## src/grp_sel_pkg.sv

```systemverilog
// constants and types shared by the parameter set selector files
// assumes a single system clock and a synchronous reset
package grp_sel_pkg;

  localparam int unsigned NUM_GROUPS = 8;
  localparam int unsigned IDX_W = 3;
  localparam int unsigned SEL_W = 4;

  typedef logic [IDX_W-1:0] grp_idx_t;
  typedef logic [SEL_W-1:0] grp_sel_t;
  typedef logic [NUM_GROUPS-1:0] grp_vec_t;

  // selection field codes: 0 none, 1..8 param_set_one..param_set_eight
  localparam grp_sel_t SEL_NONE = 4'h0;
  localparam grp_sel_t SEL_LAST = 4'h8;
  localparam grp_sel_t SEL_RST = 4'h0;
  localparam grp_sel_t SEL_STEP = 4'h1;

  // usable groups code: 0 only param_set_one .. 7 all eight
  localparam grp_idx_t USED_RST = 3'h0;
  localparam grp_idx_t ACTIVE_RST = 3'h0;
  localparam grp_vec_t ACT_RST = 8'h00;
  localparam grp_vec_t MASK_RST = 8'h01;
  localparam grp_vec_t VEC_ONE = 8'h01;

  function automatic grp_idx_t sel_to_idx(input grp_sel_t s);
    return grp_idx_t'(s - SEL_STEP);
  endfunction : sel_to_idx

  function automatic grp_vec_t idx_to_vec(input grp_idx_t i);
    return grp_vec_t'(VEC_ONE << i);
  endfunction : idx_to_vec

endpackage : grp_sel_pkg

```

## src/grp_sel_if.sv

```systemverilog
// request and usable-range signals between the selector and its helpers
// assumes all parties sit on the same clock
`timescale 1ns/1ps
`default_nettype none
interface grp_sel_if;
  grp_sel_pkg::grp_vec_t req;
  grp_sel_pkg::grp_idx_t win;
  logic win_vld;
  grp_sel_pkg::grp_idx_t used_code;
  grp_sel_pkg::grp_vec_t used_mask;
  grp_sel_pkg::grp_vec_t newly_usable;

  modport main (output req, output used_code, input win, input win_vld,
                input used_mask, input newly_usable);
  modport enc (input req, output win, output win_vld);
  modport trk (input used_code, output used_mask, output newly_usable);
endinterface : grp_sel_if
`default_nettype wire

```

## src/group_prio_enc.sv

```systemverilog
// fixed priority pick among requested parameter sets
// assumes requests already masked to the usable range
`timescale 1ns/1ps
`default_nettype none
module group_prio_enc (
  grp_sel_if.enc g
);
  grp_sel_pkg::grp_idx_t win_c;
  logic vld_c;

  // a held level blocks only lower groups
  always_comb begin
    win_c = grp_sel_pkg::ACTIVE_RST;
    vld_c = 1'b0;
    for (int i = int'(grp_sel_pkg::NUM_GROUPS) - 1; i >= 0; i--) begin
      if (g.req[i]) begin
        win_c = grp_sel_pkg::grp_idx_t'(i);
        vld_c = 1'b1;
      end
    end
  end

  assign g.win = win_c;
  assign g.win_vld = vld_c;
endmodule : group_prio_enc
`default_nettype wire

```

## src/usable_tracker.sv

```systemverilog
// usable group mask and newly-usable pulses
// assumes the usable code comes from a register of the selector
`timescale 1ns/1ps
`default_nettype none
module usable_tracker (
  input wire logic mclk_i,
  input wire logic srst_i,
  grp_sel_if.trk g
);
  typedef struct packed {
    grp_sel_pkg::grp_vec_t mask;
    grp_sel_pkg::grp_vec_t load;
  } trk_state_t;

  trk_state_t q;
  trk_state_t d;
  grp_sel_pkg::grp_vec_t mask_c;

  for (genvar i = 0; i < grp_sel_pkg::NUM_GROUPS; i++) begin : g_mask
    assign mask_c[i] = (grp_sel_pkg::grp_idx_t'(i) <= g.used_code);
  end

  always_comb begin
    d = q;
    d.mask = mask_c;
    d.load = mask_c & ~q.mask;
  end

  always_ff @(posedge mclk_i) begin
    if (srst_i) begin
      q <= '{mask: grp_sel_pkg::MASK_RST, load: grp_sel_pkg::ACT_RST};
    end else begin
      q <= d;
    end
  end

  assign g.used_mask = mask_c;
  assign g.newly_usable = q.load;
endmodule : usable_tracker
`default_nettype wire

```

## src/param_set_selector.sv

```systemverilog
// parameter set selector: picks the active one of eight parameter sets
// assumes inputs synchronous to mclk_i and single-cycle write strobes
`timescale 1ns/1ps
`default_nettype none
module param_set_selector (
  input wire logic mclk_i,
  input wire logic srst_i,
  input wire logic [7:0] act_i,
  input wire logic override_enable_set_i,
  input wire logic override_enable_clr_i,
  input wire logic forced_wr_i,
  input wire logic [3:0] forced_sel_i,
  input wire logic remote_wr_i,
  input wire logic [3:0] remote_sel_i,
  input wire logic used_wr_i,
  input wire logic [2:0] used_i,
  output logic [2:0] active_idx_o,
  output logic forced_o,
  output logic override_enable_flag_o,
  output logic [3:0] forced_sel_o,
  output logic [3:0] remote_sel_o,
  output logic [2:0] used_o,
  output logic [7:0] load_defaults_o,
  output logic cfg_fail_o,
  output logic prio_fail_o,
  output logic force_fail_o
);

  typedef struct packed {
    grp_sel_pkg::grp_vec_t act_prev;
    logic en;
    grp_sel_pkg::grp_sel_t fsel;
    grp_sel_pkg::grp_sel_t rsel;
    grp_sel_pkg::grp_idx_t used;
    grp_sel_pkg::grp_idx_t active;
    logic forced;
    logic cfg_fail;
    logic prio_fail;
    logic force_fail;
  } sel_state_t;

  sel_state_t q;
  sel_state_t d;

  grp_sel_if g ();

  group_prio_enc u_enc (
    .g(g.enc)
  );

  usable_tracker u_trk (
    .mclk_i(mclk_i),
    .srst_i(srst_i),
    .g(g.trk)
  );

  logic fsel_code_ok;
  logic rsel_code_ok;
  grp_sel_pkg::grp_idx_t fsel_idx;
  grp_sel_pkg::grp_idx_t rsel_idx;
  grp_sel_pkg::grp_vec_t rsel_vec;
  grp_sel_pkg::grp_vec_t rem_req;
  grp_sel_pkg::grp_vec_t rise;
  grp_sel_pkg::grp_vec_t held_above;

  assign fsel_code_ok = (forced_sel_i != grp_sel_pkg::SEL_NONE) &&
                        (forced_sel_i <= grp_sel_pkg::SEL_LAST);
  assign rsel_code_ok = (remote_sel_i != grp_sel_pkg::SEL_NONE) &&
                        (remote_sel_i <= grp_sel_pkg::SEL_LAST);
  assign fsel_idx = grp_sel_pkg::sel_to_idx(forced_sel_i);
  assign rsel_idx = grp_sel_pkg::sel_to_idx(remote_sel_i);
  assign rsel_vec = rsel_code_ok ? grp_sel_pkg::idx_to_vec(rsel_idx) : grp_sel_pkg::ACT_RST;
  // remote write is a one-shot request, dropped while forcing
  assign rem_req = (remote_wr_i && !q.en) ? rsel_vec : grp_sel_pkg::ACT_RST;
  // any input high is a request, pulse or level
  assign rise = act_i & ~q.act_prev;
  assign held_above = act_i & grp_sel_pkg::grp_vec_t'(rsel_vec - grp_sel_pkg::VEC_ONE);

  // remote and inputs meet in one priority pick
  // unusable groups never reach the pick
  assign g.req = (act_i | rem_req) & g.used_mask;
  assign g.used_code = q.used;

  always_comb begin
    d = q;
    d.cfg_fail = 1'b0;
    d.prio_fail = 1'b0;
    d.force_fail = 1'b0;
    d.act_prev = act_i;

    if (override_enable_set_i) begin
      d.en = 1'b1;
    end else if (override_enable_clr_i) begin
      d.en = 1'b0;
    end

    if (used_wr_i) begin
      d.used = used_i;
    end
    if (forced_wr_i) begin
      d.fsel = forced_sel_i;
    end
    if (remote_wr_i) begin
      d.rsel = remote_sel_i;
    end

    // a group dropped from the usable range cannot stay active
    if (q.active > q.used) begin
      d.active = grp_sel_pkg::ACTIVE_RST;
    end

    if (q.en) begin
      // forced pick only inside the usable range
      if (forced_wr_i && forced_sel_i != grp_sel_pkg::SEL_NONE) begin
        if (fsel_code_ok && fsel_idx <= q.used) begin
          d.active = fsel_idx;
          d.forced = 1'b1;
        end else begin
          d.cfg_fail = 1'b1;
        end
      end
      if (remote_wr_i && remote_sel_i != grp_sel_pkg::SEL_NONE) begin
        d.force_fail = 1'b1;
      end
    end else begin
      // force refused without the enable flag
      if (forced_wr_i && forced_sel_i != grp_sel_pkg::SEL_NONE) begin
        d.force_fail = 1'b1;
      end
      // held levels take over right after release
      // held group one always wins the pick
      // any request in the usable range, held level or pulse, moves the group
      if (g.win_vld) begin
        d.active = g.win;
        d.forced = 1'b0;
      end
      if (|(rise & ~g.used_mask)) begin
        d.cfg_fail = 1'b1;
      end
      if (remote_wr_i && remote_sel_i != grp_sel_pkg::SEL_NONE) begin
        if (~|(rsel_vec & g.used_mask)) begin
          d.cfg_fail = 1'b1;
        end else if (g.win < rsel_idx) begin
          d.prio_fail = 1'b1;
        end
      end
    end
    // otherwise active stays as it was
  end

  always_ff @(posedge mclk_i) begin
    if (srst_i) begin
      q <= '{act_prev: grp_sel_pkg::ACT_RST, en: 1'b0,
             fsel: grp_sel_pkg::SEL_RST, rsel: grp_sel_pkg::SEL_RST,
             used: grp_sel_pkg::USED_RST, active: grp_sel_pkg::ACTIVE_RST,
             forced: 1'b0, cfg_fail: 1'b0, prio_fail: 1'b0, force_fail: 1'b0};
    end else begin
      q <= d;
    end
  end

  assign active_idx_o = q.active;
  assign forced_o = q.forced;
  assign override_enable_flag_o = q.en;
  assign forced_sel_o = q.fsel;
  assign remote_sel_o = q.rsel;
  assign used_o = q.used;
  assign load_defaults_o = g.newly_usable;
  assign cfg_fail_o = q.cfg_fail;
  assign prio_fail_o = q.prio_fail;
  assign force_fail_o = q.force_fail;
endmodule : param_set_selector
`default_nettype wire

```

## config.mk

```make
export PLATFORM = sky130hd
export DESIGN_NAME = param_set_selector
export DESIGN_NICKNAME = d
export VERILOG_FILES = /design/src/grp_sel_pkg.sv /design/src/grp_sel_if.sv /design/src/group_prio_enc.sv /design/src/usable_tracker.sv /design/src/param_set_selector.sv
export SDC_FILE = /design/constraint.sdc
export NUM_CORES = 1
export LEC_CHECK = 0
export BUFFER_PORTS_ARGS = -buffer_cell sky130_fd_sc_hd__buf_2
export CORE_MARGIN = 3
export CORE_UTILIZATION = 54
export CTS_CLUSTER_DIAMETER = 100
export DETAILED_ROUTE_END_ITERATION = 16
export GPL_ROUTABILITY_DRIVEN = 0
export PLACE_DENSITY = 0.91
export SLEW_MARGIN = 25
export SYNTH_ARGS = -nofsm -noshare
export SYNTH_HDL_FRONTEND = slang
export SYNTH_HIERARCHICAL = 1
export SYNTH_SLANG_ARGS = --single-unit
```

## constraint.sdc

```tcl
create_clock -name mclk_i -period 3.1 [get_ports mclk_i]
set_clock_uncertainty 0.15 [all_clocks]
set_input_delay 0.62 -clock mclk_i [delete_from_list [all_inputs] [get_ports mclk_i]]
set_output_delay 0.62 -clock mclk_i [all_outputs]
set_load 0.005 [all_outputs]
```

# [Word-level counts from Yosys, hierarchy flattened]
# Cells that the tools add are included.
[word_totals] register_bits=43 mem_bits_ro=0 out_inout_bits=27 latchBits=0 mem_bits_rw=0 n_memories=0 wordCells=90 input_bits=26
[classes] div=0 muxes=34 n_bitwise=11 add_sub_neg=2 n_reduce_logical=15 shift=1 order_cmp=13 multipliers=0 eq_ne=2
[ops] operator="8-bit bitwise AND" count=5
[ops] operator="3-bit two-way mux" count=9
[ops] operator="8-bit inverter" count=3
[ops] operator="1-bit two-way mux" count=18
[ops] operator="8-bit two-way mux" count=2
[ops] operator="8-bit OR reduction" count=2
[ops] operator="3-bit less-or-equal comparator, first input constant" count=4
[ops] operator="5-bit two-way mux" count=2
[ops] operator="4-bit less-or-equal comparator, second input constant" count=2
[ops] operator="4-bit two-way mux" count=2
[ops] operator="8-bit OR" count=1
[ops] operator="4-bit nonzero test" count=2
[ops] operator="1-bit by 3-bit left shift with 8-bit output, first input constant" count=1
[ops] operator="1-bit by 3-bit less-or-equal comparator with 1-bit output, first input constant" count=2
[ops] operator="2-bit by 3-bit less-or-equal comparator with 1-bit output, first input constant" count=2
[ops] operator="1-bit logical AND" count=6
[ops] operator="3-bit by 1-bit subtractor with 3-bit output, second input constant" count=2
[ops] operator="2-bit by 1-bit inequality test with 1-bit output, second input constant" count=2
[ops] operator="2-bit nonzero test" count=2
[ops] operator="4-bit OR reduction" count=1
[ops] operator="3-bit > comparator" count=1
[ops] operator="3-bit less-or-equal comparator" count=1
[ops] operator="3-bit < comparator" count=1
[ops] operator="3-bit AND reduction" count=1
[ops] operator="other kinds (3)" count=4

# [Logic depth before layout (Yosys ltp)]
[logic_depth] ltp_word=19 mapped_depth=15 ltp_nobuf=15

# [Modules after synthesis]
# The synthesis kept the hierarchy.
[modules_own_cells] module="param_set_selector" n_inst=1 cells_each=194 seq_area_each_um2=540.5 area_each_um2=1657.8
[modules_own_cells] module="usable_tracker" n_inst=1 cells_each=63 seq_area_each_um2=320.3 area_each_um2=594.3
[modules_own_cells] module="group_prio_enc" n_inst=1 cells_each=13 seq_area_each_um2=0.0 area_each_um2=80.1

# [Worst setup path after synthesis]
# Ideal clock, no wire load.
[synth_timing] kind="input to register" start="in remote_sel_i[0]" end="reg q, in the netlist prio_fail_o" t_required_ns=2.885 setup_slack_ns=0.220 t_arrival_ns=2.665 setup_time_ns=0.065 path_buffers=0 stages=13 cell_sequence="inv_1 > ha_1 > xor2_1 > nor3_1 > a21oi_1 > nor2b_1 > nor2_1 > a211oi_1 > ha_1 > o21a_1 > o21ai_0 > nand3_1 > nor2_1"
[synth_between] word_cells_on_any_way=25 cone_classes="1 x add/sub; 2 x order compare; 1 x shift; 11 x mux; 5 x bitwise; 5 x reduce/logical"
[synth_lines] element="start, declared" line_no="param_set_selector.sv:14" text="input wire logic [3:0] remote_sel_i,"
[synth_lines] element="3-bit by 1-bit subtractor with 3-bit output, or another cell as far along" line_no="grp_sel_pkg.sv:27" text="return grp_idx_t'(s - SEL_STEP);"
[synth_lines] element="1-bit by 3-bit left shift with 8-bit output / 1-bit logical AND (equally long branches)" line_no="grp_sel_pkg.sv:31, param_set_selector.sv:68"
[synth_lines] element="8-bit two-way mux *" line_no="param_set_selector.sv:72" text="assign rsel_vec = rsel_code_ok ? grp_sel_pkg::idx_to_vec(rsel_idx) : grp_sel_pkg::ACT_RST;"
[synth_lines] element="8-bit two-way mux *" line_no="param_set_selector.sv:74" text="assign rem_req = (remote_wr_i && !q.en) ? rsel_vec : grp_sel_pkg::ACT_RST;"
[synth_lines] element="8-bit OR *" line_no="param_set_selector.sv:81" text="assign g.req = (act_i | rem_req) & g.used_mask;"
[synth_lines] element="8-bit bitwise AND *" line_no="param_set_selector.sv:81"
[synth_lines] element="net g.req[2]" line_no="grp_sel_if.sv:6" text="grp_sel_pkg::grp_vec_t req;"
[synth_lines] element="3-bit two-way mux * (3 in series)" line_no="group_prio_enc.sv:16" text="if (g.req[i]) begin"
[synth_lines] element="net g.win[1]" line_no="grp_sel_if.sv:7" text="grp_sel_pkg::grp_idx_t win;"
[synth_lines] element="3-bit < comparator *" line_no="param_set_selector.sv:143" text="end else if (g.win < rsel_idx) begin"
[synth_lines] element="1-bit two-way mux *" line_no="param_set_selector.sv:143"
[synth_lines] element="end signal, assigned" line_no="param_set_selector.sv:153" text="q <= '{act_prev: grp_sel_pkg::ACT_RST, en: 1'b0,"
[synth_lines] element="end, declared" line_no="param_set_selector.sv:42" text="sel_state_t q;"
# The timed path passes the listed nets; every way through them passes the cells marked *.
# A chain may end at the register's enable or synchronous reset.

# [Worst setup path after layout]
[layout_timing] start="in remote_sel_i[1]" end="reg q, in the netlist prio_fail_o"
[layout_between] elab_chain_len=16 word_cells_on_any_way=25 cone_classes="1 x add/sub; 2 x order compare; 1 x shift; 11 x mux; 5 x bitwise; 5 x reduce/logical"
[layout_rtl] element="3-bit by 1-bit subtractor with 3-bit output, or another cell as far along" line_no="grp_sel_pkg.sv:27"
[layout_rtl] element="1-bit by 3-bit left shift with 8-bit output / 1-bit logical AND (equally long branches)" line_no="grp_sel_pkg.sv:31, param_set_selector.sv:68"
[layout_rtl] element="8-bit two-way mux *" line_no="param_set_selector.sv:72"
[layout_rtl] element="8-bit two-way mux *" line_no="param_set_selector.sv:74"
[layout_rtl] element="8-bit OR *" line_no="param_set_selector.sv:81"
[layout_rtl] element="8-bit bitwise AND *" line_no="param_set_selector.sv:81"
[layout_rtl] element="net g.req[7]" line_no="grp_sel_if.sv:6"
[layout_rtl] element="3-bit two-way mux * (8 in series)" line_no="group_prio_enc.sv:16"
[layout_rtl] element="net g.win[1]" line_no="grp_sel_if.sv:7"
[layout_rtl] element="3-bit < comparator *" line_no="param_set_selector.sv:143"
[layout_rtl] element="1-bit two-way mux *" line_no="param_set_selector.sv:143"
# Marked as above.

==> run metrics <==
via count=1901; core area=about 0.0041 sq mm; Final HPWL DP=3700 um; sequential area share after synthesis=36.9%; vias in the first global route=~1800; antenna violations before repair=0; clk buf depth=2; share of layout cells above drive strength 1=between 20 and 30%; slowest stage delay, CP=about 0.28 ns; IO Count=53; post-route insts no fill=353; gr usage total=between 10% and 20%; Yosys top cell area share=around 37%; pwr dens=491 mW/mm^2; register area=about 860 sq um; CTS hold repair buffers=0; Die Ht=71.7 um; DIE AREA=0.00514 sq mm; critical-path maximum fanout=4; CTS tree=built; FFs w/ async S/R, synth=0%; Crit-path slowest cell=ha_1; TritonCTS Buffers=5; wirelength, routed=4980 um; post-layout util=~64%; CTS Sinks=43; IO buf count=52; Max-cap violations=0; Pins Over Slew Limit=0; Cell Rows=23; drt first pass iters=4; VDD IR max=roughly 390 uV; critical path arrival=3.05 ns; clock share of power=around a third; pre-CTS setup slack=-0.144 ns; area of the multi-input gates=~0.0012 sq mm; grt total ovfl=0; final worst-path cycle share=between 90 and 100%; Cell Chain, Critical Path=buf_2 -> inv_1 -> ha_2 -> nor2b_1 -> a21oi_1 -> nor2_2 -> a21oi_1 -> nor2b_1 -> o21ai_0 -> a211oi_2 -> ha_1 -> o21a_1 -> o21ai_0 -> nand3_1 -> nor2_1; global-route wire length before repair=between 7000 and 8000 um; Seq pwr share=a little under half; worst hold-check path type=flop to flop; CP startpoint kind=primary input; Remaining DRCs=0; Layout area overhead=11.5%; Setup violations, final=0; Int Power=~0.00093 W; 1st-iter DRT viols=between 100 and 150; antenna fix cells=0; YS warnings=6; CTS Root Cell=clkbuf_8; Yosys top cell by area=dfxtp_1; status=complete, no violations; worst skew pair latency=approximately 0.3 ns; CP required=3.18 ns; # nets final=between 300 and 400; Psw=between 0.0003 and 0.0004 W; pin count of the biggest net entering global routing=36; largest cells by area after synthesis=dfxtp_1 37%, buf_4 9.7%, ha_1 7.5%; sw frac=between 20 and 30%; vias per std cell=5.39; Gate power share=around 19%; CP Class=primary input to flop; f_max=approximately 340 MHz; EDFF count, synth=0; ys flop type=dfxtp_1; Seq cells post-synth=43; H-tree levels=2; placed cells=345; syn_area_per_cell=roughly 8.6 sq um; distinct cell type count after synthesis=45; Routed Antenna Nets=0; Die Width=slightly above 70 um; starting density of the core=a little under three fifths; min Tclk post-route=2.97 ns; Syn Std Cell Area=~0.0023 sq mm; Filler cells=328; worst-margin pin slew=between 0.6 and 0.7 ns; Worst setup EP type=flop; LEAKAGE=between 1 and 1.5 nW; Reg clk slew, reported paths=0.08 ns; final hold vios=0; synthesized instance count=270; setup ws final=~0.13 ns; worst rel slew slack=between 50% and 60%; worst path bufs/invs=2; DR WL/cell=around 14 um; Crit path max-delay family=compound AO/OA/AOI/OAI gates
## cells in the mapped netlist (2+ instances only)
| cell type | instances |
|---|---|
| a21oi_1 | 17 |
| clkbuf_1 | 5 |
| nor2_1 | 35 |
| nand3_1 | 6 |
| a221oi_1 | 3 |
| o21a_1 | 3 |
| nor3_2 | 2 |
| a22o_1 | 3 |
| a211oi_1 | 3 |
| ha_1 | 14 |
| buf_4 | 30 |
| nand2_1 | 5 |
| nor3b_1 | 2 |
| xor2_1 | 2 |
| inv_1 | 22 |
| nor3_1 | 9 |
| and3_1 | 2 |
| nor2b_1 | 20 |
| dfxtp_1 | 43 |
| mux2i_1 | 12 |
| o21ai_0 | 8 |
## power groups by stage
stage	combinational, W	sequential [W]	clock [W]
after global placement	0.000219	0.000609	0
after global routing	0.000261	0.000601	0.000484
after CTS	0.000232	0.000597	0.000458
after detailed placement	0.000231	0.000610	0
after floorplan	0.000176	0.000607	0
final	0.000236	0.000597	0.000444
## final timing paths
kind	from	endpoint	slack, ns	depth (start not counted)
min reg2reg	u_trk/q[8]	u_trk/g.newly_usable[0]	0.24	1
max reg2reg	override_enable_flag_o	prio_fail_o	0.62	12
max	remote_sel_i[1]	prio_fail_o	0.13	15
min	u_trk/q[8]	u_trk/g.newly_usable[0]	0.24	1
## routing by layer
layer | vias up | global-route usage, % | part of all wire, %
met3 | 10 | 5.75 | 6.3
met1 | 901 | 21.6 | 42
met4 | 0 | 9.39 | 2.0
met5 | - | 0 | 0
met2 | 53 | 33.8 | 49
li1 | 937 | - | -
## area by class of cell
cell class,count,share of cell area (%)
multi-input cells,169,44.3
flip-flops and latches,43,33.1
repair buffers,61,12.6
inverters,22,3.17
clock buffers,5,2.65
well taps,50,2.41
clock inverters,3,1.78
## through the flow
step                      hold WS, ns  setup TNS [ns]  total power [W]  instance area [sq um]
after global routing            0.248         -0.0595          0.00135                   2600
after floorplan                 0.218               0         0.000783                   2340
after global placement          0.219               0         0.000828                   2470
after detailed placement        0.225          -0.144         0.000841                   2470
after CTS                       0.239               0          0.00129                   2580
final                           0.237               0          0.00128                   2600
## sequential cells by signal (all words and copies together), names as in the netlist, 3 cells and up
signal,cells
q,8
u_trk/g.newly_usable,8
u_trk/q,8
forced_sel_o,4
remote_sel_o,4
active_idx_o,3
used_o,3
## cell usage in the layout (no fill, tap or decap), drive strengths merged, types with 3 or more instances in the layout
master	instances
buf	61
dfxtp	43
nor2	35
inv	23
nor2b	21
a21oi	17
ha	14
mux2i	12
nor3	11
o21ai	10
nand3	7
nand2	5
clkbuf	5
a211oi	4
o21a	3
a22o	3
a221oi	3
## worst reg2reg max path, cell delays in order (launching register included)
cell,delay (ns)
dfxtp_1,0.32
inv_1,0.14
nand2_1,0.13
nor2_2,0.20
a21oi_1,0.10
nor2b_1,0.20
o21ai_0,0.16
a211oi_2,0.27
ha_1,0.28
o21a_1,0.10
o21ai_0,0.13
nand3_1,0.09
nor2_1,0.14
## repair_timing
action / 4_1_cts / 5_1_grt
setup buffers: 0 / 0
endpoints found under the setup margin: 0 / 1
resized for setup: 0 / 5
## kinds of logic (layout without fill, tap and decap cells)
| kind of cell | count (synthesis) | count (layout) | synth area share (%) |
|---|---|---|---|
| other | 1 | 2 | 0.161 |
| buffers and inverters | 59 | 91 | 14.7 |
| flip-flops | 43 | 43 | 36.9 |
| multiplexers | 12 | 12 | 5.15 |
| AO/OA/AOI/OAI | 50 | 50 | 14.3 |
| XOR/XNOR | 3 | 3 | 1.13 |
| AND/OR/NAND/NOR | 87 | 87 | 19.6 |
| adder cells (fa/ha/maj) | 15 | 15 | 7.99 |
(Power assumes the default switching activity.)
